--- src/design/asimd_pkg.sv ---
// Constants, register map and types of the slave-diagnostics block
package asimd_pkg;
	// --------
	// Clock and timing
	// --------
	localparam int unsigned CLK_FREQ_HZ = 125_000_000;
	localparam real SET_HOLD_S = 0.5;
	localparam int unsigned SET_HOLD_CYC = int'($ceil(SET_HOLD_S * CLK_FREQ_HZ));
	localparam real FLASH_HALF_S = 0.25;
	localparam int unsigned FLASH_HALF_CYC = int'($floor(FLASH_HALF_S * CLK_FREQ_HZ));

	// --------
	// Widths
	// --------
	localparam int AXI_ADDR_W = 8;
	localparam int AXI_DATA_W = 32;
	localparam int NUM_SLAVES = 64;
	localparam int SLV_IDX_W = 6;

	// --------
	// Register byte offsets
	// --------
	localparam logic [AXI_ADDR_W-1:0] REC_W0_OFS = 8'h00;
	localparam logic [AXI_ADDR_W-1:0] REC_W1_OFS = 8'h04;
	localparam logic [AXI_ADDR_W-1:0] REC_W2_OFS = 8'h08;
	localparam logic [AXI_ADDR_W-1:0] REC_W3_OFS = 8'h0c;
	localparam logic [AXI_ADDR_W-1:0] CTRL_OFS = 8'h10;
	localparam logic [AXI_ADDR_W-1:0] EVENT_OFS = 8'h14;
	localparam logic [AXI_ADDR_W-1:0] STATUS_OFS = 8'h18;
	localparam logic [AXI_ADDR_W-1:0] CFG_LO_OFS = 8'h1c;
	localparam logic [AXI_ADDR_W-1:0] CFG_HI_OFS = 8'h20;

	// --------
	// Field positions and reset values
	// --------
	localparam int CTRL_AUTO_EN_BIT = 0;
	localparam logic CTRL_AUTO_EN_RST = 1'b1;
	localparam int EVT_CHANGE_BIT = 0;
	localparam int EVT_ENTER_BIT = 1;
	localparam int ST_PROT_BIT = 0;
	localparam int ST_CONF_BIT = 1;
	localparam int ST_BUSY_BIT = 2;
	localparam int ST_ADDR0_BIT = 3;
	localparam int ST_FIDX_LSB = 4;
	localparam int B_SLAVE_BASE = 32;

	// --------
	// Fixed record bytes; address 0 of both halves is never a station
	// --------
	localparam logic [7:0] REC_B1_CLASS = 8'h1c;
	localparam logic [7:0] REC_B4_FIX = 8'h60;
	localparam logic [7:0] REC_B5_FIX = 8'h00;
	localparam logic [7:0] REC_B6_FIX = 8'h40;
	localparam logic [7:0] REC_B15_RSV = 8'h00;
	localparam logic [NUM_SLAVES-1:0] SLAVE_MASK = 64'hffff_fffe_ffff_fffe;

	localparam logic [1:0] RESP_OKAY = 2'b00;
	localparam logic [1:0] RESP_SLVERR = 2'b10;

	// --------
	// Auto-addressing states
	// --------
	typedef enum logic [3:0] {
		AP_IDLE = 4'b0001,
		AP_PROG = 4'b0010,
		AP_WAIT = 4'b0100,
		AP_DONE = 4'b1000
	} asimd_ap_state_e;
endpackage

--- src/design/asimd_hold_timer.sv ---
// Hold timer: one pulse after an input has stood high long enough
`timescale 1ns/10ps
module asimd_hold_timer #(
	parameter int unsigned CYCLES = 16
) (
	input wire logic core_clk,
	input wire logic rst_n,
	input wire logic run,
	output logic expired
);
	import asimd_pkg::*;

	logic [31:0] cnt_q;
	logic [31:0] cnt_d;
	logic fired_q;
	logic hit;

	// ----------------------------------------------------------------
	// Counter
	// ----------------------------------------------------------------
	// One pulse per press; re-arms only after the input drops
	assign hit = run && !fired_q && (cnt_q == CYCLES - 32'd1);
	assign cnt_d = (!run || fired_q) ? 32'd0 : cnt_q + 32'd1;

	always_ff @(posedge core_clk or negedge rst_n) begin
		if (!rst_n) begin
			cnt_q <= 32'd0;
			fired_q <= 1'b0;
			expired <= 1'b0;
		end else begin
			cnt_q <= cnt_d;
			fired_q <= run && (fired_q || hit);
			expired <= hit;
		end
	end
endmodule

--- src/design/asimd_core.sv ---
// Slave diagnostics, delta list, indicators and automatic addressing
//
// Notes on behaviour
// Missing configured slave in protected mode sets its delta bit, raises event.
// Unconfigured slave appearing sets its delta bit and raises another event.
// Returning slave clears only its own bit; remaining bits keep fault state.
// Last discrepancy gone raises event flagged leaving, delta list all zero.
// Auto addressing only in protected mode with exactly one missing slave.
// No auto addressing for multiaddress CTT5 slaves.
// Auto-program-ready lit only protected, exactly one failed, addressing possible.
// Indicator of a failed slave flashes.
// Identical slave at address 0 is reprogrammed to the failed address.
// After success ready indicator off, slave indicator shows included.
// Power-fail indicator lit while cable voltage is too low.
// Group fault lit in protected mode while a configuration error exists.
// Defective configuration memory lights group fault and logs internal fault.
// Address-0 slave at protected-mode request lights group fault.
// Config error indicator lit while no configuration has been stored.
// Config error lit for missing configured or present unconfigured slave.
// I/O configuration or ID mismatch counts as error, lights config error.
// SET button captures the present slaves as expected configuration.
// Delta list kept continuously, one bit per slave, 1 means error.
// Bit 0 of each delta byte is lowest slave number, ascending upward.
// Diagnostic record is 16 bytes holding standard and B delta lists.
// Operator holds SET at least 0.5 s with host stopped to change mode.
// Every delta change raises event, entering if any bit, else leaving.
// Mode bit selects protected or configuration; configuration blocks auto addressing.
//
// Implementation choices: the address map and the AXI4-Lite slave port.
`timescale 1ns/10ps
module asimd_core #(
	parameter int unsigned SET_HOLD_CYCLES = asimd_pkg::SET_HOLD_CYC,
	parameter int unsigned FLASH_HALF_CYCLES = asimd_pkg::FLASH_HALF_CYC
) (
	input wire logic core_clk,
	input wire logic rst_n,
	input wire logic [asimd_pkg::AXI_ADDR_W-1:0] s_axi_awaddr,
	input wire logic s_axi_awvalid,
	output logic s_axi_awready,
	input wire logic [asimd_pkg::AXI_DATA_W-1:0] s_axi_wdata,
	input wire logic [3:0] s_axi_wstrb,
	input wire logic s_axi_wvalid,
	output logic s_axi_wready,
	output logic [1:0] s_axi_bresp,
	output logic s_axi_bvalid,
	input wire logic s_axi_bready,
	input wire logic [asimd_pkg::AXI_ADDR_W-1:0] s_axi_araddr,
	input wire logic s_axi_arvalid,
	output logic s_axi_arready,
	output logic [asimd_pkg::AXI_DATA_W-1:0] s_axi_rdata,
	output logic [1:0] s_axi_rresp,
	output logic s_axi_rvalid,
	input wire logic s_axi_rready,
	input wire logic [asimd_pkg::NUM_SLAVES-1:0] present_list,
	input wire logic [asimd_pkg::NUM_SLAVES-1:0] mismatch_list,
	input wire logic [asimd_pkg::NUM_SLAVES-1:0] ctt5_list,
	input wire logic addr0_present,
	input wire logic addr0_identical,
	input wire logic power_low,
	input wire logic nvm_defect,
	input wire logic set_button,
	input wire logic host_stopped,
	input wire logic prog_done,
	input wire logic prog_fail,
	output logic prog_req,
	output logic [asimd_pkg::SLV_IDX_W-1:0] prog_addr,
	output logic diag_irq,
	output logic diag_entering,
	output logic protected_mode,
	output logic auto_program_ready_indicator,
	output logic power_fail_indicator,
	output logic group_fault_indicator,
	output logic config_error_indicator,
	output logic [asimd_pkg::NUM_SLAVES-1:0] slave_indicator
);
	import asimd_pkg::*;

	// ----------------------------------------------------------------
	// State
	// ----------------------------------------------------------------
	logic [NUM_SLAVES-1:0] cfg_q;
	logic configured_q;
	logic int_fault_q;
	logic addr0_block_q;
	logic [NUM_SLAVES-1:0] delta_q;
	logic auto_en_q;
	logic evt_change_q;
	logic evt_enter_q;
	logic [31:0] flash_cnt_q;
	logic flash_q;
	asimd_ap_state_e ap_q;
	asimd_ap_state_e ap_d;
	logic set_long;

	// ----------------------------------------------------------------
	// Delta list
	// ----------------------------------------------------------------
	logic [NUM_SLAVES-1:0] present_m;
	logic [NUM_SLAVES-1:0] missing_w;
	logic [NUM_SLAVES-1:0] extra_w;
	logic [NUM_SLAVES-1:0] wrong_w;
	logic [NUM_SLAVES-1:0] delta_w;
	logic delta_nz;
	logic delta_chg;

	assign present_m = present_list & SLAVE_MASK;
	assign missing_w = cfg_q & ~present_m;
	assign extra_w = present_m & ~cfg_q;
	assign wrong_w = cfg_q & present_m & mismatch_list & SLAVE_MASK;
	// Recomputed every cycle, so a returning slave clears only its own bit
	assign delta_w = missing_w | extra_w | wrong_w;
	assign delta_nz = |delta_q;
	assign delta_chg = delta_w != delta_q;

	// ----------------------------------------------------------------
	// Automatic addressing qualification
	// ----------------------------------------------------------------
	function automatic logic [SLV_IDX_W-1:0] first_set(input logic [NUM_SLAVES-1:0] v);
		logic [SLV_IDX_W-1:0] idx;
		idx = '0;
		for (int i = NUM_SLAVES - 1; i >= 0; i--) begin
			if (v[i]) begin
				idx = SLV_IDX_W'(i);
			end
		end
		return idx;
	endfunction

	logic single_missing;
	logic ctt5_hit;
	logic ap_possible;
	logic [SLV_IDX_W-1:0] fail_idx;

	assign single_missing = (missing_w != '0) &&
		((missing_w & (missing_w - 64'h1)) == '0);
	assign ctt5_hit = |(missing_w & ctt5_list);
	// Extra unconfigured stations make the replacement ambiguous
	assign ap_possible = protected_mode && auto_en_q && single_missing &&
		!ctt5_hit && (extra_w == '0);
	assign fail_idx = first_set(missing_w);

	always_comb begin
		ap_d = ap_q;
		case (ap_q)
			AP_IDLE: begin
				if (ap_possible && addr0_present && addr0_identical) begin
					ap_d = AP_PROG;
				end
			end
			AP_PROG: begin
				ap_d = AP_WAIT;
			end
			AP_WAIT: begin
				if (prog_done) begin
					ap_d = AP_DONE;
				end else if (prog_fail) begin
					ap_d = AP_IDLE;
				end
			end
			AP_DONE: begin
				// Wait for the station to show up under its new address
				if (!single_missing) begin
					ap_d = AP_IDLE;
				end
			end
			default: begin
				ap_d = AP_IDLE;
			end
		endcase
	end

	// ----------------------------------------------------------------
	// SET button and mode
	// ----------------------------------------------------------------
	asimd_hold_timer #(
		.CYCLES(SET_HOLD_CYCLES)
	) u_set_timer (
		.core_clk(core_clk),
		.rst_n(rst_n),
		.run(set_button && host_stopped),
		.expired(set_long)
	);

	logic to_prot;
	logic to_prot_refused;
	logic to_conf;

	assign to_prot = set_long && !protected_mode && !addr0_present;
	assign to_prot_refused = set_long && !protected_mode && addr0_present;
	assign to_conf = set_long && protected_mode;

	always_ff @(posedge core_clk or negedge rst_n) begin
		if (!rst_n) begin
			protected_mode <= 1'b0;
			configured_q <= 1'b0;
			cfg_q <= '0;
		end else begin
			if (to_prot) begin
				cfg_q <= present_m;
				configured_q <= 1'b1;
				protected_mode <= 1'b1;
			end else if (to_conf) begin
				protected_mode <= 1'b0;
			end
		end
	end

	always_ff @(posedge core_clk or negedge rst_n) begin
		if (!rst_n) begin
			addr0_block_q <= 1'b0;
			int_fault_q <= 1'b0;
		end else begin
			addr0_block_q <= to_prot_refused || (addr0_block_q && addr0_present);
			int_fault_q <= int_fault_q || nvm_defect;
		end
	end

	// ----------------------------------------------------------------
	// Delta register, diagnostic event, programming request
	// ----------------------------------------------------------------
	always_ff @(posedge core_clk or negedge rst_n) begin
		if (!rst_n) begin
			delta_q <= '0;
			diag_irq <= 1'b0;
			diag_entering <= 1'b0;
			ap_q <= AP_IDLE;
			prog_req <= 1'b0;
			prog_addr <= '0;
		end else begin
			delta_q <= delta_w;
			diag_irq <= delta_chg;
			if (delta_chg) begin
				diag_entering <= |delta_w;
			end
			ap_q <= ap_d;
			prog_req <= (ap_q == AP_IDLE) && (ap_d == AP_PROG);
			if ((ap_q == AP_IDLE) && (ap_d == AP_PROG)) begin
				prog_addr <= fail_idx;
			end
		end
	end

	// ----------------------------------------------------------------
	// Indicators
	// ----------------------------------------------------------------
	logic flash_wrap;

	assign flash_wrap = flash_cnt_q == FLASH_HALF_CYCLES - 32'd1;

	always_ff @(posedge core_clk or negedge rst_n) begin
		if (!rst_n) begin
			flash_cnt_q <= 32'd0;
			flash_q <= 1'b0;
		end else begin
			flash_cnt_q <= flash_wrap ? 32'd0 : flash_cnt_q + 32'd1;
			flash_q <= flash_q ^ flash_wrap;
		end
	end

	logic [NUM_SLAVES-1:0] slave_ind_d;

	for (genvar i = 0; i < NUM_SLAVES; i++) begin : g_slave_ind
		// Missing stations flash, present ones show steady
		assign slave_ind_d[i] = missing_w[i] ? flash_q : present_m[i];
	end

	always_ff @(posedge core_clk or negedge rst_n) begin
		if (!rst_n) begin
			auto_program_ready_indicator <= 1'b0;
			power_fail_indicator <= 1'b0;
			group_fault_indicator <= 1'b0;
			config_error_indicator <= 1'b0;
			slave_indicator <= '0;
		end else begin
			// Kept dark while a reprogramming is under way
			auto_program_ready_indicator <= ap_possible && (ap_q == AP_IDLE);
			power_fail_indicator <= power_low;
			group_fault_indicator <= (protected_mode && (delta_w != '0)) ||
				int_fault_q || nvm_defect || addr0_block_q || to_prot_refused;
			config_error_indicator <= !configured_q || (delta_w != '0);
			slave_indicator <= slave_ind_d;
		end
	end

	// ----------------------------------------------------------------
	// Diagnostic record
	// ----------------------------------------------------------------
	logic ext_fault;
	logic group_err;
	logic [7:0] rec_b0;
	logic [7:0] rec_b2;
	logic [7:0] rec_b3;
	logic [31:0] rec_w0;
	logic [31:0] rec_w1;
	logic [31:0] rec_w2;
	logic [31:0] rec_w3;

	assign ext_fault = delta_nz || power_low;
	assign group_err = ext_fault || int_fault_q;
	assign rec_b0 = {3'b000, power_low, delta_nz, ext_fault, int_fault_q, group_err};
	assign rec_b2 = {7'b0000000, delta_nz};
	assign rec_b3 = {5'b00000, int_fault_q, 2'b00};
	// Little-endian: record byte n sits in lane n mod 4 of word n div 4
	assign rec_w0 = {rec_b3, rec_b2, REC_B1_CLASS, rec_b0};
	assign rec_w1 = {delta_q[7:0], REC_B6_FIX, REC_B5_FIX, REC_B4_FIX};
	assign rec_w2 = delta_q[39:8];
	assign rec_w3 = {REC_B15_RSV, delta_q[63:40]};

	// ----------------------------------------------------------------
	// AXI4-Lite write channel
	// ----------------------------------------------------------------
	logic [AXI_ADDR_W-1:0] awaddr_q;
	logic aw_held_q;
	logic [AXI_DATA_W-1:0] wdata_q;
	logic [3:0] wstrb_q;
	logic w_held_q;
	logic aw_take;
	logic w_take;
	logic wr_fire;
	logic wr_ctrl;
	logic wr_event;
	logic wr_ok;
	logic evt_clear;

	assign aw_take = s_axi_awvalid && s_axi_awready;
	assign w_take = s_axi_wvalid && s_axi_wready;
	assign wr_fire = aw_held_q && w_held_q && !s_axi_bvalid;
	assign wr_ctrl = wr_fire && (awaddr_q == CTRL_OFS) && wstrb_q[0];
	assign wr_event = wr_fire && (awaddr_q == EVENT_OFS) && wstrb_q[0];
	assign wr_ok = (awaddr_q == CTRL_OFS) || (awaddr_q == EVENT_OFS);
	assign evt_clear = wr_event && wdata_q[EVT_CHANGE_BIT];

	always_ff @(posedge core_clk or negedge rst_n) begin
		if (!rst_n) begin
			aw_held_q <= 1'b0;
			w_held_q <= 1'b0;
			awaddr_q <= '0;
			wdata_q <= '0;
			wstrb_q <= '0;
			s_axi_awready <= 1'b0;
			s_axi_wready <= 1'b0;
			s_axi_bvalid <= 1'b0;
			s_axi_bresp <= RESP_OKAY;
		end else begin
			if (aw_take) begin
				awaddr_q <= s_axi_awaddr;
			end
			if (w_take) begin
				wdata_q <= s_axi_wdata;
				wstrb_q <= s_axi_wstrb;
			end
			aw_held_q <= (aw_held_q && !wr_fire) || aw_take;
			w_held_q <= (w_held_q && !wr_fire) || w_take;
			s_axi_awready <= !(aw_held_q && !wr_fire) && !aw_take;
			s_axi_wready <= !(w_held_q && !wr_fire) && !w_take;
			if (wr_fire) begin
				s_axi_bvalid <= 1'b1;
				s_axi_bresp <= wr_ok ? RESP_OKAY : RESP_SLVERR;
			end else if (s_axi_bready) begin
				s_axi_bvalid <= 1'b0;
			end
		end
	end

	always_ff @(posedge core_clk or negedge rst_n) begin
		if (!rst_n) begin
			auto_en_q <= CTRL_AUTO_EN_RST;
			evt_change_q <= 1'b0;
			evt_enter_q <= 1'b0;
		end else begin
			if (wr_ctrl) begin
				auto_en_q <= wdata_q[CTRL_AUTO_EN_BIT];
			end
			// A new change in the clearing cycle wins over the clear
			evt_change_q <= delta_chg || (evt_change_q && !evt_clear);
			if (delta_chg) begin
				evt_enter_q <= |delta_w;
			end
		end
	end

	// ----------------------------------------------------------------
	// AXI4-Lite read channel
	// ----------------------------------------------------------------
	logic ar_take;
	logic [31:0] ctrl_rd;
	logic [31:0] evt_rd;
	logic [31:0] status_rd;
	logic [31:0] rd_mux;
	logic rd_hit;

	assign ar_take = s_axi_arvalid && s_axi_arready;
	assign ctrl_rd = {31'd0, auto_en_q};
	assign evt_rd = {30'd0, evt_enter_q, evt_change_q};
	assign status_rd = {22'd0, fail_idx, addr0_block_q, (ap_q != AP_IDLE),
		configured_q, protected_mode};
	assign rd_hit = (s_axi_araddr <= CFG_HI_OFS) && (s_axi_araddr[1:0] == 2'b00);
	assign rd_mux = (s_axi_araddr == REC_W0_OFS) ? rec_w0 :
		(s_axi_araddr == REC_W1_OFS) ? rec_w1 :
		(s_axi_araddr == REC_W2_OFS) ? rec_w2 :
		(s_axi_araddr == REC_W3_OFS) ? rec_w3 :
		(s_axi_araddr == CTRL_OFS) ? ctrl_rd :
		(s_axi_araddr == EVENT_OFS) ? evt_rd :
		(s_axi_araddr == STATUS_OFS) ? status_rd :
		(s_axi_araddr == CFG_LO_OFS) ? cfg_q[31:0] :
		(s_axi_araddr == CFG_HI_OFS) ? cfg_q[63:32] : 32'd0;

	always_ff @(posedge core_clk or negedge rst_n) begin
		if (!rst_n) begin
			s_axi_arready <= 1'b0;
			s_axi_rvalid <= 1'b0;
			s_axi_rdata <= '0;
			s_axi_rresp <= RESP_OKAY;
		end else begin
			s_axi_arready <= !s_axi_rvalid && !ar_take;
			if (ar_take) begin
				s_axi_rvalid <= 1'b1;
				s_axi_rdata <= rd_mux;
				s_axi_rresp <= rd_hit ? RESP_OKAY : RESP_SLVERR;
			end else if (s_axi_rready) begin
				s_axi_rvalid <= 1'b0;
			end
		end
	end
endmodule

--- config.mk ---
export PLATFORM = sky130hd
export DESIGN_NAME = asimd_core
export DESIGN_NICKNAME = d
export VERILOG_FILES = /design/src/design/asimd_pkg.sv /design/src/design/asimd_hold_timer.sv /design/src/design/asimd_core.sv
export SDC_FILE = /design/constraint.sdc
export NUM_CORES = 1
export LEC_CHECK = 0
export BUFFER_PORTS_ARGS = -buffer_cell sky130_fd_sc_hd__buf_2
export CORE_MARGIN = 5
export CORE_UTILIZATION = 40
export CTS_CLUSTER_DIAMETER = 80
export DETAILED_ROUTE_END_ITERATION = 8
export GPL_TIMING_DRIVEN = 0
export SLEW_MARGIN = 20
export SYNTH_ARGS = -nofsm -noshare
export SYNTH_HDL_FRONTEND = slang
export SYNTH_HIERARCHICAL = 1
export SYNTH_SLANG_ARGS = --single-unit
--- constraint.sdc ---
create_clock -name core_clk -period 9.8 [get_ports core_clk]
set_input_delay 0 -clock core_clk [delete_from_list [all_inputs] [get_ports core_clk]]
set_output_delay 0 -clock core_clk [all_outputs]
set_load 0.1 [all_outputs]
Word-level counts from Yosys, hierarchy flattened
Index checks and enable logic that the tools add are counted.

Register bits: 333. Latch bits: 0. RAM bits: 0. ROM bits: 0. Output and inout port bits: 119. Logic and storage cells: 300. Memories: 0.

$add $sub $neg: 3. Multipliers: 0. Divide/modulo/power cells: 0. Order comparisons: 1. Equal/unequal tests: 19. Shifts and indexed selects: 0. Muxes and demuxes: 152. Bitwise gates (word level): 11. Reduce and logical (&&, ||, !) cells: 78.

Operators by type and width (count): $and 64x64->64 (6); $mux 6 (64); $mux 32 (11); $reduce_or 64->1 (3); $logic_not 64->1 (2); $not 64->64 (2); $or 64x64->64 (2); $reduce_bool 64->1 (2); $mux 1 (70); $add 32x1->32 const B (2); $ne 64x64->1 (1); $sub 64x1->64 const B (1); $eq 8x5->1 const B (6); $logic_and 1x1->1 (36); $eq 32x25->1 const B (1); $eq 32x26->1 const B (1); $eq 8x4->1 const B (2); $mux 4 (4); $pmux 4 s4 (1); $logic_not 1->1 (15); $logic_or 1x1->1 (15); $eq 4x2->1 const B (2); $eq 8x3->1 const B (1); $eq 8x6->1 const B (1); 10 further kinds (13).

Logic depth before layout (Yosys ltp)
Depth in word-level cells: 73. Depth in mapped cells: 14. Mapped depth without buffers: 11.

Modules after synthesis
Netlist, hierarchy kept.

Modules (own cells, without submodules): asimd_core (instances 1, cells an instance 1959, area each 17745.8 sq um, sequential area each 7334.5 sq um); asimd_hold_timer (instances 1, cells an instance 188, area each 1764.2 sq um, sequential area each 850.8 sq um).

Worst setup path before layout
OpenSTA, ideal clock, no wires.

Path type: register -> register. Start point: register cfg_q[17]. End point: register prog_addr[0] (netlist bit). Setup time: 126 ps. Data arrival time: 3522 ps. Data required time: 9674 ps. Setup slack: 6152 ps. Cell stages (with the launch flop): 14. Path buffers: 3. Period minus slack after synthesis: 3648 ps. Cell sequence: dfrtp_1 > ha_1 > buf_6 > or4_4 > buf_6 > or4_4 > nor3_4 > a31oi_1 > nor4b_2 > nand4_1 > nor4_4 > and3_1 > buf_6 > mux2_4.

Elaborated cells on any way between the ends: 40.

RTL lines: from (decl) (RTL line asimd_core.sv:81) `logic [NUM_SLAVES-1:0] cfg_q;`; from (signal assigned) (RTL line asimd_core.sv:199) `cfg_q <= present_m;`; $and 64x64->64 (RTL line asimd_core.sv:107) `assign missing_w = cfg_q & ~present_m;`; $sub 64x1->64 (RTL line asimd_core.sv:135) `((missing_w & (missing_w - 64'h1)) == '0);`; $and 64x64->64 (RTL line asimd_core.sv:135); $logic_not 64->1 (RTL line asimd_core.sv:135); $logic_and 1x1->1 (RTL line asimd_core.sv:134) `assign single_missing = (missing_w != '0) &&`; $logic_and 1x1->1 (2 in a row) (RTL line asimd_core.sv:138) `assign ap_possible = protected_mode && auto_en_q && single_missing &&`; $logic_and 1x1->1 (RTL line asimd_core.sv:139) `!ctt5_hit && (extra_w == '0);`; $logic_and 1x1->1 (2 in a row) (RTL line asimd_core.sv:146) `if (ap_possible && addr0_present && addr0_identical) begin`; $mux 4 (RTL line asimd_core.sv:146); $pmux 4 s4 * (RTL line asimd_core.sv:144) `case (ap_q)`; named net ap_d[1] (RTL line asimd_core.sv:92) `asimd_ap_state_e ap_d;`; $eq 4x2->1 * (RTL line asimd_core.sv:237) `if ((ap_q == AP_IDLE) && (ap_d == AP_PROG)) begin`; $logic_and 1x1->1 * (RTL line asimd_core.sv:237); to (signal assigned) (RTL line asimd_core.sv:238) `prog_addr <= fail_idx;`; to (decl) (RTL line asimd_core.sv:66) `output logic [asimd_pkg::SLV_IDX_W-1:0] prog_addr,`.

Mark *: on every way through the listed nets, which the timed path passes. The rest lies on a longest branch. A chain may end at the register's enable or synchronous reset.

Worst setup path in the final report
Start point: register cfg_q[5]. End point: register prog_addr[2] (netlist bit).

The elaborated chain is that of the path after synthesis.

==> qor.csv <==
stage,metric,value,unit
outcome,status,"complete, no violations",
floorplanning,start_util,40.2,%
critical_path,cp-end-kind,flop,
worst_hold_path,hp-class,in2async,
critical_path,r2r_setup_slack,4960,ps
power,p_total,4430,uW
critical_path,timing.rr.start,cfg_q[5],
power,power.density,177,nW/um^2
global_routing,track_usage,30.5,%
layout,fillers,4561,
placement,preCtsSetupSlack,5110,ps
critical_path,critPathArrivalTime,5290,ps
timing,setup-violations-final,0,
logic_synthesis,yosysTopAreaCell,dfrtp_1,
global_routing,grt_max_degree,81,
logic_synthesis,ys_types,70,
layout,antennaDiodeCount,0,
clock_network,cts.sinks,327,
logic_synthesis,yosysWarnings,6,
critical_path,path_class,reg2reg,
floorplanning,dieArea,53300,sq um
logic_synthesis,synth_flop_cell,dfrtp_1,
critical_path,crit_fanout,10,
logic_synthesis,synthTopCellsByArea,"dfrtp_1, ha_1, nand2_1, o21ai_0, inv_1",
placement,placement.io_buffers,333,
layout,stdcell_count,3331,
timing,maxSlewHeadroom,19.3,%
logic_synthesis,syn_avg_cell_area,9.09,sq um
placement,dp_hpwl,66.3,mm
timing,fin_crit,4840,ps
layout,final_layout_size_suffix_gt1_share,16.9,%
timing,timing.final.crit_share,49.4,%
placement,placed_cells,3109,
drt,drtIter0Drc,1920,
drt,vias,18800,
power,leakage,0.0114,uW
critical_path,cp.required,10250,ps
clock_network,cts_root_buf,clkbuf_16,
logic_synthesis,synth_top_area_share,41.7,%
logic_synthesis,syn_inst,2147,
drt,firstDrtPassIters,6,
run,cap_violations,0,
layout,seq_area,8190,sq um
critical_path,reg2reg_to,prog_addr[2],
clock_network,insertion_delay,580,ps
drt,route.detailed.drc,0,
global_routing,first_global_vias,18600,
global_routing,gr-total-overflow,0,
timing,tightest_slew,1200,ps
layout,syn_to_final_growth,28.0,%
placement,gp_congestion,0.988,
layout,multi_input_area,10100,sq um
layout,fin_nets,3132,
critical_path,worstRegToRegCells,12,
timing,worst_slack,4960,ps
floorplanning,fp.dieH,231,microns
logic_synthesis,ys_seq_area_share,42.0,%
timing,rsz0062_at_grt,false,
clock_network,cts_made_buffers,40,
drt,final_antenna_net_count,0,
floorplanning,ios,378,
logic_synthesis,synth-edff-count,0,
drt,wl_per_cell,25.1,microns
drt,route.final.wire_length,83.7,mm
clock_network,cts_buffer_depth,3,
power,ir_worst_vdd,0.111,mV
global_routing,grt_antenna_before_repair,1,
timing,tns,0,ps
global_routing,grt_pass1_wl,121,mm
floorplanning,die_x,231,microns
logic_synthesis,ys_ff_latch,327,
timing,hold_violations,0,
logic_synthesis,synthArstFlopShare,100,%
timing,skew,18.4,ps
floorplanning,core_area,48500,sq um
clock_network,clk_pin_slew,60,ps
clock_network,h-tree-depth,2,
drt,vias_per_cell,5.63,
floorplanning,core.rowCount,81,
timing,slew_viol_final,0,
logic_synthesis,syn_area,19500,sq um
timing,fmax,207,MHz
clock_network,cts_tree,yes,
critical_path,start_kind,flop,
-- report_power, final --
group	switching [uW]	internal, uW	leakage, uW	total (uW)
logic	967	324	0.00676	1290
registers	126	1490	0.00397	1620
clock network	622	898	0.000652	1520
-- flip-flops by register name, indices dropped and copies added, names as in the netlist, 4 cells and up --
name               count
awaddr_q               8
delta_q               62
prog_addr              6
flash_cnt_q           32
ap_q                   4
cfg_q                 62
u_set_timer/cnt_q     32
slave_indicator       62
s_axi_rdata           32
-- cell usage in the layout (no fill, tap or decap), types with 7 or more instances in the layout --
cell,instances
o21ai_0,178
or4_1,25
nor3_1,36
o31ai_1,18
nand3_1,44
inv_1,210
or3_1,19
dlygate4sd3_1,152
a31oi_1,27
a221oi_1,21
a22o_1,11
clkbuf_16,42
and4_1,7
and2_1,68
buf_1,9
o21a_1,10
mux2_2,13
nor2_1,107
nand4_1,53
a21oi_1,58
clkbuf_8,12
ha_1,191
clkbuf_1,91
a22oi_1,52
and3_1,16
nor4_1,80
dfrtp_1,325
nor2b_1,7
xor2_1,20
xnor2_1,84
nand2_1,263
buf_2,339
-- layout make-up --
type | instances | area share (%)
Sequential cell | 327 | 32.8
Multi-Input combinational cell | 1503 | 40.4
Clock buffer | 60 | 4.96
Clock inverter | 9 | 0.361
Timing Repair Buffer | 490 | 13.4
Inverter | 210 | 3.16
Buffer | 110 | 1.86
Tap cell | 622 | 3.12
-- worst max-delay path, cell delays in order (launching register included) --
cell	delay, ps
dfrtp_1	430
ha_1	190
buf_2	210
nor4_1	840
and4_1	470
nand4_1	300
nor3b_1	370
o21ai_0	110
or4_1	610
nor4_4	440
and3_1	280
buf_6	150
mux2_4	300
-- cell usage after synthesis, types with 11 or more instances --
| cell type | count |
|---|---|
| and2_1 | 68 |
| xnor2_1 | 84 |
| o31ai_1 | 18 |
| nor2_1 | 107 |
| nand4_1 | 53 |
| a221oi_1 | 21 |
| clkbuf_1 | 85 |
| nor3_1 | 37 |
| a21oi_1 | 58 |
| xor2_1 | 20 |
| o21ai_0 | 178 |
| dfrtp_1 | 325 |
| ha_1 | 191 |
| nand3_1 | 44 |
| mux2_2 | 13 |
| nand2_1 | 263 |
| or3_1 | 19 |
| or4_1 | 25 |
| a22o_1 | 11 |
| nor4_1 | 81 |
| inv_1 | 210 |
| a22oi_1 | 52 |
| a31oi_1 | 27 |
| and3_1 | 16 |
-- stage by stage --
stage	hold slack, ps	cell area [sq um]	utilization, %
final	20.4	25000	51.4
after global routing	23.8	25000	51.4
after CTS	1.23	25000	51.4
after detailed placement	-38.8	22100	45.5
after global placement	164	22000	45.2
after floorplan	-296	19500	-
-- metal layers --
metal,track usage (%),wire length [microns],up-vias
li1,-,-,8510
met1,39.8,34800,9214
met2,50.7,39200,859
met3,4.78,5850,181
met4,12.3,3860,2
met5,0,13,-
-- how the worst max path moves through the flow --
stage	startpoint	endpoint	slack, ps	cells past startpoint
3_3_place_gp	rst_n	flash_cnt_q[18]	2140	1
2_1_floorplan	cfg_q[17]	prog_addr[0]	6150	13
5_1_grt	cfg_q[5]	prog_addr[2]	4820	13
3_5_place_dp	cfg_q[5]	prog_addr[2]	5110	12
4_1_cts	cfg_q[5]	prog_addr[2]	5070	12
6_report	cfg_q[5]	prog_addr[2]	4960	12
-- logic make-up after synthesis --
logic type / after synthesis / synth area share, %
xor gates and xnor gates: 104 / 4.67
other: 1 / 0.0192
AOI/OAI and AO/OA: 419 / 13.3
buffers and inverters: 320 / 6.42
DFF: 327 / 42.0
muxes: 22 / 1.37
adders and majority gates: 191 / 12.2
and+or+nand+nor: 763 / 20.0
-- what timing repair did --
item | in CTS | in global routing
resized for setup | 0 | 0
endpoints found under the hold margin | 407 | 0
buffers inserted | 0 | 0
hold buffers | 153 | 0
No activity file was read; power rests on OpenSTA's default activity.
